==> config.mk <==
export PLATFORM = sky130hd
export DESIGN_NAME = color_sensor_irq_status_regs
export DESIGN_NICKNAME = d
export VERILOG_FILES = /design/src/design/sensor_pkg.sv /design/src/design/limit_if.sv /design/src/design/color_sensor_irq_status_regs.sv /design/src/design/limit_compare.sv
export SDC_FILE = /design/constraint.sdc
export NUM_CORES = 1
export LEC_CHECK = 0
export BUFFER_PORTS_ARGS = -buffer_cell sky130_fd_sc_hd__buf_2
export CORE_ASPECT_RATIO = 0.75
export CORE_MARGIN = 8
export CORE_UTILIZATION = 31
export CTS_CLUSTER_SIZE = 28
export DETAILED_ROUTE_END_ITERATION = 12
export PLACE_DENSITY_LB_ADDON = 0.15
export RECOVER_POWER = 50
export SLEW_MARGIN = 20
export SYNTH_ARGS = -nofsm -noshare
export SYNTH_HDL_FRONTEND = slang
export SYNTH_SLANG_ARGS = --single-unit
==> constraint.sdc <==
create_clock -name clk -period 3.97 [get_ports clk]
set_input_delay 0.1985 -clock clk [delete_from_list [all_inputs] [get_ports clk]]
set_output_delay 0.1985 -clock clk [all_outputs]
set_load 0.01 [all_outputs]
==> src/design/sensor_pkg.sv <==
package sensor_pkg;
    // register pointer values
    localparam logic [7:0] REG_CFG_OFFSET = 8'h0B;
    localparam logic [7:0] REG_STAT_OFFSET = 8'h0C;
    // reset values
    localparam logic [15:0] CFG_RESET = 16'h8011;
    localparam logic [15:0] STAT_RESET = 16'h0000;
    // bit 1 of the config register is held at zero
    localparam logic [15:0] CFG_WMASK = 16'hFFFD;
    // config field positions
    localparam int CFG_TOP_LSB = 7;
    localparam int CFG_CHSEL_LSB = 5;
    localparam int CFG_DIR_BIT = 4;
    localparam int CFG_MODE_LSB = 2;
    localparam int CFG_BURST_BIT = 0;
    // status field positions
    localparam int STAT_OVR_BIT = 3;
    localparam int STAT_RDY_BIT = 2;
    localparam int STAT_HI_BIT = 1;
    localparam int STAT_LO_BIT = 0;
    // threshold / result word layout
    localparam int THR_EXP_LSB = 12;
    localparam int MANT_W = 12;
    localparam int EXP_W = 4;
    localparam int WIDE_W = 27;
    // timing
    localparam int CLK_PERIOD_NS = 10;
    localparam int IRQ_PULSE_NS = 1000;
    localparam int IRQ_PULSE_CYCLES = IRQ_PULSE_NS / CLK_PERIOD_NS;

    typedef enum logic [1:0]
    {
        IRQ_ALERT = 2'b00,
        IRQ_EACH = 2'b01,
        IRQ_RSV = 2'b10,
        IRQ_ALL = 2'b11
    } irq_mode_t;

    typedef enum logic [2:0]
    {
        ST_IDLE = 3'b000,
        ST_ADDR = 3'b001,
        ST_PTR = 3'b010,
        ST_WDATA = 3'b011,
        ST_RDATA = 3'b100
    } i2c_state_t;
endpackage

==> src/design/limit_if.sv <==
`timescale 1ns/1ns
interface limit_if;
    logic sample_valid;
    logic [15:0] sample;
    logic [15:0] thr_high;
    logic [15:0] thr_low;
    logic [1:0] fault_sel;
    logic hit_high;
    logic hit_low;
    modport src
    (
        output sample_valid, sample, thr_high, thr_low, fault_sel,
        input hit_high, hit_low
    );
    modport cmp
    (
        input sample_valid, sample, thr_high, thr_low, fault_sel,
        output hit_high, hit_low
    );
endinterface

==> src/design/color_sensor_irq_status_regs.sv <==
// Overview of operation
// - reserved config bit 1 and status bits 15-4 read as zero.
// - two-bit field selects channel 0-3 for threshold compare; resets to 0.
// - direction bit: 0 makes interrupt pin input, 1 output; resets to 1.
// - mode: 0 alert on thresholds, 1 ready per channel, 3 ready after all.
// - burst bit, reset 1, advances read pointer after each register read.
// - overload status bit set when a conversion overflows.
// - conversion-ready bit set on completion, zero while converting.
// - ready bit cleared by reading status or writing it non-zero.
// - high flag set after fault-count consecutive results above high threshold.
// - low flag set after fault-count consecutive results below low threshold.
// - fault count field 0..3 demands 1, 2, 4 or 8 consecutive faults.
// - thresholds compare as four-bit exponent with twelve-bit mantissa.
// - polarity bit: 0 active low pin, 1 active high pin.
`timescale 1ns/1ns
module color_sensor_irq_status_regs
#(
    parameter logic [6:0] DEV_ADDR = 7'h44 // arbitrary
)
(
    input wire logic clk,
    input wire logic sys_rst,
    input wire logic scl_in,
    input wire logic sda_in,
    output logic sda_out,
    output logic sda_oe,
    input wire logic irq_pin_in,
    output logic irq_pin_out,
    output logic irq_pin_oe,
    output logic ext_trigger,
    input wire logic ch_result_valid,
    input wire logic [1:0] ch_result_index,
    input wire logic [15:0] ch_result,
    input wire logic conv_start,
    input wire logic conv_done,
    input wire logic conv_overflow,
    input wire logic [15:0] thr_high,
    input wire logic [15:0] thr_low,
    input wire logic [1:0] fault_count,
    input wire logic irq_pin_polarity,
    output logic [1:0] limit_channel_select
);
    // pin synchronisers; third stage only for edge detection
    logic scl_s1, scl_s2, scl_s3;
    logic sda_s1, sda_s2, sda_s3;
    logic irq_s1, irq_s2, irq_s3;

    sensor_pkg::i2c_state_t state_reg;
    logic [3:0] bit_cnt_reg;
    logic [7:0] shift_reg;
    logic [7:0] tx_reg;
    logic [7:0] ptr_reg;
    logic [7:0] wr_hi_reg;
    logic [15:0] rd_word_reg;
    logic byte_lo_reg;
    logic nack_reg;
    logic sda_low_reg;
    logic wr_stb_reg;
    logic [7:0] wr_addr_reg;
    logic [15:0] wr_data_reg;
    logic rd_stb_reg;
    logic [7:0] rd_addr_reg;

    logic [15:0] cfg_reg;
    logic ovr_reg, rdy_reg, flag_hi_reg, flag_lo_reg;
    logic [7:0] irq_cnt_reg;
    logic irq_out_reg;

    limit_if lim();

    always_ff @(posedge clk or posedge sys_rst)
    begin
        if (sys_rst)
        begin
            {scl_s1, scl_s2, scl_s3} <= 3'h7;
            {sda_s1, sda_s2, sda_s3} <= 3'h7;
            {irq_s1, irq_s2, irq_s3} <= 3'h7;
        end
        else
        begin
            {scl_s1, scl_s2, scl_s3} <= {scl_in, scl_s1, scl_s2};
            {sda_s1, sda_s2, sda_s3} <= {sda_in, sda_s1, sda_s2};
            {irq_s1, irq_s2, irq_s3} <= {irq_pin_in, irq_s1, irq_s2};
        end
    end

    wire scl_rise = scl_s2 & ~scl_s3;
    wire scl_fall = ~scl_s2 & scl_s3;
    wire start_det = scl_s2 & scl_s3 & sda_s3 & ~sda_s2;
    wire stop_det = scl_s2 & scl_s3 & ~sda_s3 & sda_s2;
    wire busy = state_reg != sensor_pkg::ST_IDLE;

    // configuration fields
    wire burst_en = cfg_reg[sensor_pkg::CFG_BURST_BIT];
    wire pin_is_out = cfg_reg[sensor_pkg::CFG_DIR_BIT];
    wire [1:0] irq_mode = cfg_reg[sensor_pkg::CFG_MODE_LSB +: 2];
    wire [15:0] status_word = {12'h000, ovr_reg, rdy_reg, flag_hi_reg, flag_lo_reg};

    // read pointer for the next word: steps on after each completed word when the burst bit is set
    wire [7:0] rd_ptr = (state_reg == sensor_pkg::ST_RDATA && byte_lo_reg && burst_en)
                        ? 8'(ptr_reg + 8'h01) : ptr_reg;
    wire [15:0] rd_value = (rd_ptr == sensor_pkg::REG_CFG_OFFSET) ? cfg_reg & sensor_pkg::CFG_WMASK
                         : (rd_ptr == sensor_pkg::REG_STAT_OFFSET) ? status_word
                         : 16'h0000;
    wire addr_match = shift_reg[7:1] == DEV_ADDR;

    always_ff @(posedge clk or posedge sys_rst)
    begin
        if (sys_rst)
        begin
            state_reg <= sensor_pkg::ST_IDLE;
            bit_cnt_reg <= 4'h0;
            shift_reg <= 8'h00;
            tx_reg <= 8'h00;
            ptr_reg <= 8'h00;
            wr_hi_reg <= 8'h00;
            rd_word_reg <= 16'h0000;
            byte_lo_reg <= 1'b0;
            nack_reg <= 1'b0;
            sda_low_reg <= 1'b0;
            wr_stb_reg <= 1'b0;
            wr_addr_reg <= 8'h00;
            wr_data_reg <= 16'h0000;
            rd_stb_reg <= 1'b0;
            rd_addr_reg <= 8'h00;
        end
        else
        begin
            wr_stb_reg <= 1'b0;
            rd_stb_reg <= 1'b0;
            if (start_det)
            begin
                state_reg <= sensor_pkg::ST_ADDR;
                bit_cnt_reg <= 4'h0;
                byte_lo_reg <= 1'b0;
                sda_low_reg <= 1'b0;
            end
            else if (stop_det)
            begin
                state_reg <= sensor_pkg::ST_IDLE;
                sda_low_reg <= 1'b0;
            end
            else if (busy && scl_rise)
            begin
                if (bit_cnt_reg < 4'h8)
                begin
                    shift_reg <= {shift_reg[6:0], sda_s2};
                    tx_reg <= {tx_reg[6:0], 1'b0};
                end
                else
                begin
                    nack_reg <= sda_s2;
                end
                bit_cnt_reg <= 4'(bit_cnt_reg + 4'h1);
            end
            else if (busy && scl_fall && bit_cnt_reg == 4'h8)
            begin
                // acknowledge slot opens
                unique case (state_reg)
                    sensor_pkg::ST_ADDR:
                    begin
                        sda_low_reg <= addr_match;
                        if (!addr_match)
                        begin
                            state_reg <= sensor_pkg::ST_IDLE;
                        end
                    end
                    sensor_pkg::ST_PTR:
                    begin
                        ptr_reg <= shift_reg;
                        sda_low_reg <= 1'b1;
                    end
                    sensor_pkg::ST_WDATA:
                    begin
                        sda_low_reg <= 1'b1;
                        wr_hi_reg <= shift_reg;
                        wr_stb_reg <= byte_lo_reg;
                        wr_addr_reg <= ptr_reg;
                        wr_data_reg <= {wr_hi_reg, shift_reg};
                    end
                    sensor_pkg::ST_RDATA:
                    begin
                        sda_low_reg <= 1'b0;
                    end
                    sensor_pkg::ST_IDLE:
                    begin
                        sda_low_reg <= 1'b0;
                    end
                endcase
            end
            else if (busy && scl_fall && bit_cnt_reg == 4'h9)
            begin
                // acknowledge slot closes
                bit_cnt_reg <= 4'h0;
                sda_low_reg <= 1'b0;
                unique case (state_reg)
                    sensor_pkg::ST_ADDR:
                    begin
                        if (shift_reg[0])
                        begin
                            state_reg <= sensor_pkg::ST_RDATA;
                            rd_stb_reg <= 1'b1;
                            rd_addr_reg <= rd_ptr;
                            rd_word_reg <= rd_value;
                            tx_reg <= rd_value[15:8];
                            sda_low_reg <= ~rd_value[15];
                        end
                        else
                        begin
                            state_reg <= sensor_pkg::ST_PTR;
                        end
                    end
                    sensor_pkg::ST_PTR:
                    begin
                        state_reg <= sensor_pkg::ST_WDATA;
                        byte_lo_reg <= 1'b0;
                    end
                    sensor_pkg::ST_WDATA:
                    begin
                        byte_lo_reg <= ~byte_lo_reg;
                    end
                    sensor_pkg::ST_RDATA:
                    begin
                        if (nack_reg)
                        begin
                            state_reg <= sensor_pkg::ST_IDLE;
                        end
                        else if (!byte_lo_reg)
                        begin
                            byte_lo_reg <= 1'b1;
                            tx_reg <= rd_word_reg[7:0];
                            sda_low_reg <= ~rd_word_reg[7];
                        end
                        else
                        begin
                            byte_lo_reg <= 1'b0;
                            ptr_reg <= rd_ptr;
                            rd_stb_reg <= 1'b1;
                            rd_addr_reg <= rd_ptr;
                            rd_word_reg <= rd_value;
                            tx_reg <= rd_value[15:8];
                            sda_low_reg <= ~rd_value[15];
                        end
                    end
                    sensor_pkg::ST_IDLE:
                    begin
                        bit_cnt_reg <= 4'h0;
                    end
                endcase
            end
            else if (state_reg == sensor_pkg::ST_RDATA && scl_fall && bit_cnt_reg < 4'h8)
            begin
                sda_low_reg <= ~tx_reg[7];
            end
        end
    end

    assign sda_out = 1'b0;
    assign sda_oe = sda_low_reg;

    // register side effects
    wire cfg_wr = wr_stb_reg && wr_addr_reg == sensor_pkg::REG_CFG_OFFSET;
    wire stat_rd = rd_stb_reg && rd_addr_reg == sensor_pkg::REG_STAT_OFFSET;
    wire stat_wr_nz = wr_stb_reg && wr_addr_reg == sensor_pkg::REG_STAT_OFFSET
                      && wr_data_reg != 16'h0000;
    wire rdy_clr = conv_start || stat_rd || stat_wr_nz;
    // set wins over clear on every flag
    wire rdy_next = conv_done || (rdy_reg && !rdy_clr);
    wire ovr_next = conv_overflow || (ovr_reg && !stat_rd);
    wire hi_next = lim.hit_high || (flag_hi_reg && !stat_rd);
    wire lo_next = lim.hit_low || (flag_lo_reg && !stat_rd);

    always_ff @(posedge clk or posedge sys_rst)
    begin
        if (sys_rst)
        begin
            cfg_reg <= sensor_pkg::CFG_RESET;
            {ovr_reg, rdy_reg, flag_hi_reg, flag_lo_reg} <= sensor_pkg::STAT_RESET[3:0];
        end
        else
        begin
            if (cfg_wr)
            begin
                cfg_reg <= wr_data_reg & sensor_pkg::CFG_WMASK;
            end
            ovr_reg <= ovr_next;
            rdy_reg <= rdy_next;
            flag_hi_reg <= hi_next;
            flag_lo_reg <= lo_next;
        end
    end

    assign limit_channel_select = cfg_reg[sensor_pkg::CFG_CHSEL_LSB +: 2];

    assign lim.sample_valid = ch_result_valid && ch_result_index == limit_channel_select;
    assign lim.sample = ch_result;
    assign lim.thr_high = thr_high;
    assign lim.thr_low = thr_low;
    assign lim.fault_sel = fault_count;

    limit_compare u_limit_compare
    (
        .clk(clk),
        .sys_rst(sys_rst),
        .lim(lim.cmp)
    );

    // interrupt pin
    wire ready_event = (irq_mode == sensor_pkg::IRQ_EACH && ch_result_valid)
                       || (irq_mode == sensor_pkg::IRQ_ALL && conv_done);
    wire alert_level = irq_mode == sensor_pkg::IRQ_ALERT && (flag_hi_reg || flag_lo_reg);
    wire irq_active = alert_level || irq_cnt_reg != 8'h00;

    always_ff @(posedge clk or posedge sys_rst)
    begin
        if (sys_rst)
        begin
            irq_cnt_reg <= 8'h00;
            irq_out_reg <= 1'b1;
        end
        else
        begin
            if (ready_event)
            begin
                irq_cnt_reg <= 8'(sensor_pkg::IRQ_PULSE_CYCLES);
            end
            else if (irq_cnt_reg != 8'h00)
            begin
                irq_cnt_reg <= 8'(irq_cnt_reg - 8'h01);
            end
            irq_out_reg <= ~(irq_active ^ irq_pin_polarity);
        end
    end

    assign irq_pin_out = irq_out_reg;
    assign irq_pin_oe = pin_is_out;
    assign ext_trigger = ~pin_is_out && irq_s2 && !irq_s3;
endmodule // color_sensor_irq_status_regs

==> src/design/limit_compare.sv <==
`timescale 1ns/1ns
module limit_compare
(
    input wire logic clk,
    input wire logic sys_rst,
    limit_if.cmp lim
);
    // mantissa shifted by exponent gives a plain magnitude
    function automatic logic [sensor_pkg::WIDE_W-1:0] expand(input logic [15:0] v);
        logic [sensor_pkg::WIDE_W-1:0] m;
        m = {{(sensor_pkg::WIDE_W-sensor_pkg::MANT_W){1'b0}}, v[sensor_pkg::MANT_W-1:0]};
        expand = m << v[sensor_pkg::THR_EXP_LSB +: sensor_pkg::EXP_W];
    endfunction

    logic [3:0] hi_cnt_reg;
    logic [3:0] lo_cnt_reg;
    logic hit_high_reg;
    logic hit_low_reg;

    wire above = expand(lim.sample) > expand(lim.thr_high);
    wire below = expand(lim.sample) < expand(lim.thr_low);
    wire [3:0] need = 4'h1 << lim.fault_sel;
    wire [3:0] hi_cnt_next = (hi_cnt_reg >= need) ? need : 4'(hi_cnt_reg + 4'h1);
    wire [3:0] lo_cnt_next = (lo_cnt_reg >= need) ? need : 4'(lo_cnt_reg + 4'h1);

    always_ff @(posedge clk or posedge sys_rst)
    begin
        if (sys_rst)
        begin
            hi_cnt_reg <= 4'h0;
            lo_cnt_reg <= 4'h0;
            hit_high_reg <= 1'b0;
            hit_low_reg <= 1'b0;
        end
        else
        begin
            hit_high_reg <= lim.sample_valid && above && (hi_cnt_next >= need);
            hit_low_reg <= lim.sample_valid && below && (lo_cnt_next >= need);
            if (lim.sample_valid)
            begin
                hi_cnt_reg <= above ? hi_cnt_next : 4'h0;
                lo_cnt_reg <= below ? lo_cnt_next : 4'h0;
            end
        end
    end

    assign lim.hit_high = hit_high_reg;
    assign lim.hit_low = hit_low_reg;
endmodule // limit_compare

Yosys cells after proc, flatten, opt, wreduce, memory -nomap -nowiden:

Cells that the tools add are included.

* shift-type cells: 4
* bitwise logic cells: 23
* muxes and demuxes: 77
* order comparisons: 7
* $add $sub $neg: 5
* equality and inequality tests: 33
* reductions and logical operators: 68

Operators with widths (count)
* 2-to-1 mux 8 bit: 20
* << shifter 12 x 4 -> 27 bit: 3
* case mux 8 bit (2 select lines): 3
* equality test 8 x 4 -> 1 bit (second input constant): 5
* 2-to-1 mux 4 bit: 10
* 2-to-1 mux 1 bit: 29
* greater-than comparator 27 bit: 1
* less-than comparator 27 bit: 1
* 2-to-1 mux 3 bit: 9
* logical AND 1 bit: 26
* >= comparator 4 bit: 4
* 2-to-1 mux 16 bit: 1
* AND reduction 8 bit: 2
* nonzero test 16 bit: 1
* inverter 1 bit: 15
* != test 2 bit (second input constant): 7
* nonzero test 2 bit: 7
* adder 4 x 1 -> 4 bit (second input constant): 3
* != test 3 bit (second input constant): 4
* AND reduction 6 bit: 2
* nonzero test 5 bit: 2
* logical OR 1 bit: 9
* case mux 3 bit (3 select lines): 1
* AND reduction 9 bit: 1
* 32 further kinds: 51

* output and inout port bits: 7
* input bits: 62
* word-level logic and storage cells: 252
* register bits: 131

Depth between registers and ports, before layout:

* depth after elaboration: 16
* depth in mapped cells: 15
* mapped depth without buffers: 13

Hierarchy:

From an unflattened synthesis, not the netlist that was laid out.

* cell total of the unflattened synthesis: 1049
* area, all modules: 9516.6 µm²

Modules (own cells, without submodules)
* color_sensor_irq_status_regs: cells each 533, area an instance 5646.7 µm², sequential area each 2844.0 µm², times used 1
* limit_compare: cells each 516, area an instance 3870.0 µm², sequential area each 250.2 µm², times used 1

Worst setup path after synthesis:

OpenSTA, ideal clock, no wires.

* path type: input-to-reg
* from: input ch_result[12]
* to: register u_limit_compare.lo_cnt_reg[2]
* stages on the path: 14
* arrival: 3.206 ns
* setup slack: 0.643 ns
* required time: 3.849 ns
* cells stage by stage: buf_2 -> buf_1 -> mux2i_1 -> nor2_1 -> a31oi_1 -> nor2_1 -> a21oi_1 -> mux2i_1 -> ha_1 -> nand4_1 -> or4b_2 -> a211oi_1 -> nor3_1 -> a22o_1

* word-level cells in the longest chain between the ends: 3

Ends and longest elaborated chain
* start, declared: line color_sensor_irq_status_regs.sv:33 `input wire logic [15:0] ch_result,`
* << shifter 12 x 4 -> 27 bit: line limit_compare.sv:12 `expand = m << v[sensor_pkg::THR_EXP_LSB +: sensor_pkg::EXP_W];`
* less-than comparator 27 bit: line limit_compare.sv:21 `wire below = expand(lim.sample) < expand(lim.thr_low);`
* 2-to-1 mux 4 bit: line limit_compare.sv:42 `lo_cnt_reg <= below ? lo_cnt_next : 4'h0;`
* end signal, assigned: line limit_compare.sv:42
* end, declared: line limit_compare.sv:16 `logic [3:0] lo_cnt_reg;`

Every way passes these cells.
A chain may end at the register's enable or synchronous reset.

Worst setup path after layout:

Ends and elaborated chain as after synthesis.

==> impl_metrics.csv <==
group,metric,value,unit
run_status,status,"finished, violations left",
run_status,violations,"capacitance limit, slew limit",
clocking,clkSinkCount,123,
cells_and_area,num-fill-cells,2995,
placement,portBuffers,67,
cells_and_area,antenna_cells,0,
synthesis,synth_edf_count,0,
synthesis,async_flop_share,100.0,%
cells_and_area,areaGrowthSynthToFinish,13.53,%
grt,overflow,0,
synthesis,synth.avg_cell_area,9.043,um^2
cells_and_area,stdcell_area,10510,um^2
run,drv_cap,1,
timing,fin_crit,3.634,ns
grt,antenna_found_initial,0,
synthesis,ys_seq_area_share,33.41,%
routing,avgRoutedWirePerCell,18.00,um
timing,hold_viol_final,0,
timing,rsz0062_at_grt,"no",
grt,met1_usage,23.95,%
synthesis,synth_top_family_by_area,"simple AND/OR/NAND/NOR gates",
synthesis,synth-compound-area-share,15.52,%
power_and_ir_drop,p_leak,4.763,nW
setup_path,endpoint_kind,"flop",
synthesis,syn-instance-count,1024,
synthesis,synth_fa_ha_area_share,10.27,%
clocking,clock_latency,0.42,ns
synthesis,ys_ff_latch,123,
timing,finalCritPeriodShare,91.55,%
grt,met3_usage,3.021,%
grt,busiest_layer,"met1",
grt,grt_max_degree,70,
timing,finalSetupViolCount,0,
floorplanning,design.die.area,35720,um^2
synthesis,syn-num-nets,1162,
floorplanning,die_w,215.6,um
setup_path,critPathMaxFanout,16,
synthesis,synth_mux_area_share,15.13,%
routing,routed_via_density,5.217,
placement,place_area,9902,um^2
routing,drt_pass1_iterations,5,
synthesis,ys.flop_type,"dfrtp_1",
power_and_ir_drop,ir_drop,0.3290,mV
timing,clock-skew-final,0.009442,ns
timing,slew_violations,70,
grt,grt_use_met2,19.51,%
grt,grt_pass1_wl,42.95,mm
placement,gp_congestion,0.9108,
setup_path,critPathKind,"input port to flop",
setup_path,startpoint_type,"input port",
synthesis,yosysTopAreaCellShare,29.73,%
hold_path,min_path_type,"input port to flop",
setup_path,crit_required,4.33,ns
floorplanning,rows,54,
cells_and_area,largest_register_ffs,15,
synthesis,syn_area,9260,um^2
floorplanning,io-pin-count,69,
clocking,cts.clk_slew.worst_paths,0.07,ns
timing,fmax,275.2,MHz
setup_path,cp.arrival,4.00,ns
timing,worst_pin_slew,3.096,ns
floorplanning,design.core.area,29260,um^2
routing,routed_wl,26.49,mm
clocking,cts_buffers,17,
cells_and_area,mostFrequentLayoutCell,"dfrtp_1",
timing,slew_headroom,-107.5,%
synthesis,synthTopCellsByArea,"dfrtp_1 30%, ha_1 10%, mux2i_1 7.4%, nand2_1 4.3%, mux2_2 4.1%",
floorplanning,start_util,31.65,%
routing,vias,7680,
synthesis,synth-simple-area-share,20.15,%
clocking,cts_htree_levels,4,
clocking,cts_tree,"built",
cells_and_area,drive_above_1_share,15.65,%
clocking,clockRootBuffer,"clkbuf_16",
synthesis,yosys_warnings,0,
clocking,cts_buffer_depth,2,
power_and_ir_drop,cellPowerDensity,357.3,nW/um^2
timing,whs,0.1550,ns
placement,hpwl,20.90,mm
routing,ant_nets,0,
cells_and_area,final_cell_mix,"110 x dfrtp_1, 107 x nand2_1, 76 x ha_1",
cells_and_area,post-route-util,35.93,%
setup_path,rrSetupSlack,0.76,ns
synthesis,synth.distinct_cells,76,
synthesis,yosys.area.top_type,"dfrtp_1",
routing,drt_iter0_drc,806,
routing,drc,0,
grt,grt_pass1_vias,7408,
floorplanning,dieHeight,165.7,um
grt,grt_usage,14.87,%
synthesis,synthXorXnorAreaFrac,1.986,%
cells_and_area,final_nets,1205,
stage by stage:
step | setup slack [ns] | setup TNS [ns] | std cells | power (W)
6_report | 0.3356 | 0 | 1472 | 0.003756
5_1_grt | 0.04458 | 0 | 1472 | 0.003987
4_1_cts | 0.4071 | 0 | 1471 | 0.003795
3_5_place_dp | -0.04350 | -0.1064 | 1434 | 0.002272
3_3_place_gp | -0.04804 | -0.1414 | 1434 | 0.002279
2_1_floorplan | 0.5221 | 0 | 1024 | 0.002023
power breakdown:
group	switching [W]	leakage, nW	internal (W)
registers	0.0000701	1.63	0.00131
logic	0.000499	2.86	0.000378
clock network	0.000624	0.272	0.000872
total	0.00119	4.76	0.00256
cell usage after synthesis (6+ instances only):
| cell | instances |
|---|---|
| dfrtp_1 | 110 |
| nand2_1 | 107 |
| ha_1 | 76 |
| nor2_1 | 74 |
| a21oi_1 | 70 |
| mux2i_1 | 68 |
| o21ai_0 | 50 |
| nand3_1 | 39 |
| mux2_2 | 34 |
| clkbuf_1 | 31 |
| mux2_1 | 30 |
| nor2b_1 | 22 |
| inv_1 | 20 |
| o21ai_1 | 19 |
| and2_1 | 16 |
| nand2b_1 | 15 |
| nor3_1 | 15 |
| dfstp_2 | 13 |
| xnor2_1 | 13 |
| buf_2 | 12 |
| nand4_1 | 12 |
| a21o_1 | 11 |
| a31oi_1 | 11 |
| a22o_1 | 10 |
| nor4_1 | 9 |
| o22ai_1 | 8 |
| or3_1 | 8 |
| xor2_1 | 8 |
| a211oi_1 | 7 |
| and3_1 | 7 |
| buf_1 | 7 |
| or2_2 | 7 |
| nor3b_1 | 6 |
what timing repair did:
action | CTS | global route
buffers inserted | 0 | 0
hold buffers | 5 | 1
endpoints found under the hold margin | 5 | 1
resized for setup | 0 | 0
cell families after synthesis:
group / count (synthesis)
AO/OA/AOI/OAI: 231
other: 1
buffers and inverters: 76
AND/OR/NAND/NOR: 364
multiplexers: 132
XOR/XNOR: 21
adder cells (fa/ha/maj): 76
flip-flops: 123
metal layers:
layer  share of wire (%)  vias to the layer above
li1                    -                     3831
met1                  55                     3644
met5                   0                        -
met4                0.88                        0
met2                  39                      194
met3                 5.3                       11
final timing paths:
check / start / depth (start not counted) / endpoint
min reg2reg: irq_s1 / 0 / irq_s2
max reg2reg: u_limit_compare.lo_cnt_reg[0] / 13 / u_limit_compare.lim.hit_low
max in group asynchronous: sys_rst / 3 / tx_reg[5]
max: ch_result[12] / 15 / u_limit_compare.lo_cnt_reg[2]
min in group asynchronous: sys_rst / 2 / wr_addr_reg[5]
min: conv_start / 3 / rdy_reg
worst max-delay path: stages:
cell and delay, ns:
buf_2 0.35, mux2i_1 0.32, nor2_1 0.06, a31oi_1 0.33, nor2_1 0.08, a21oi_1 0.25, nor2_1 0.13, ha_1 0.36
a21oi_1 0.22, nand3_1 0.13, a2111oi_0 0.59, a211oi_1 0.22, buf_4 0.19, nor3_1 0.36, a22o_1 0.20
layout make-up:
cell class              count  area [um^2]  area share [%]
well taps                 392        490.5           4.666
flip-flops and latches    123         3094           29.43
clock inverters            14        137.6           1.309
inverters                  21        80.08          0.7617
repair buffers             79        437.9           4.166
clock buffers              18        429.2           4.082
multi-input cells         825         5843           55.58
No activity file was read; power rests on OpenSTA's default activity.
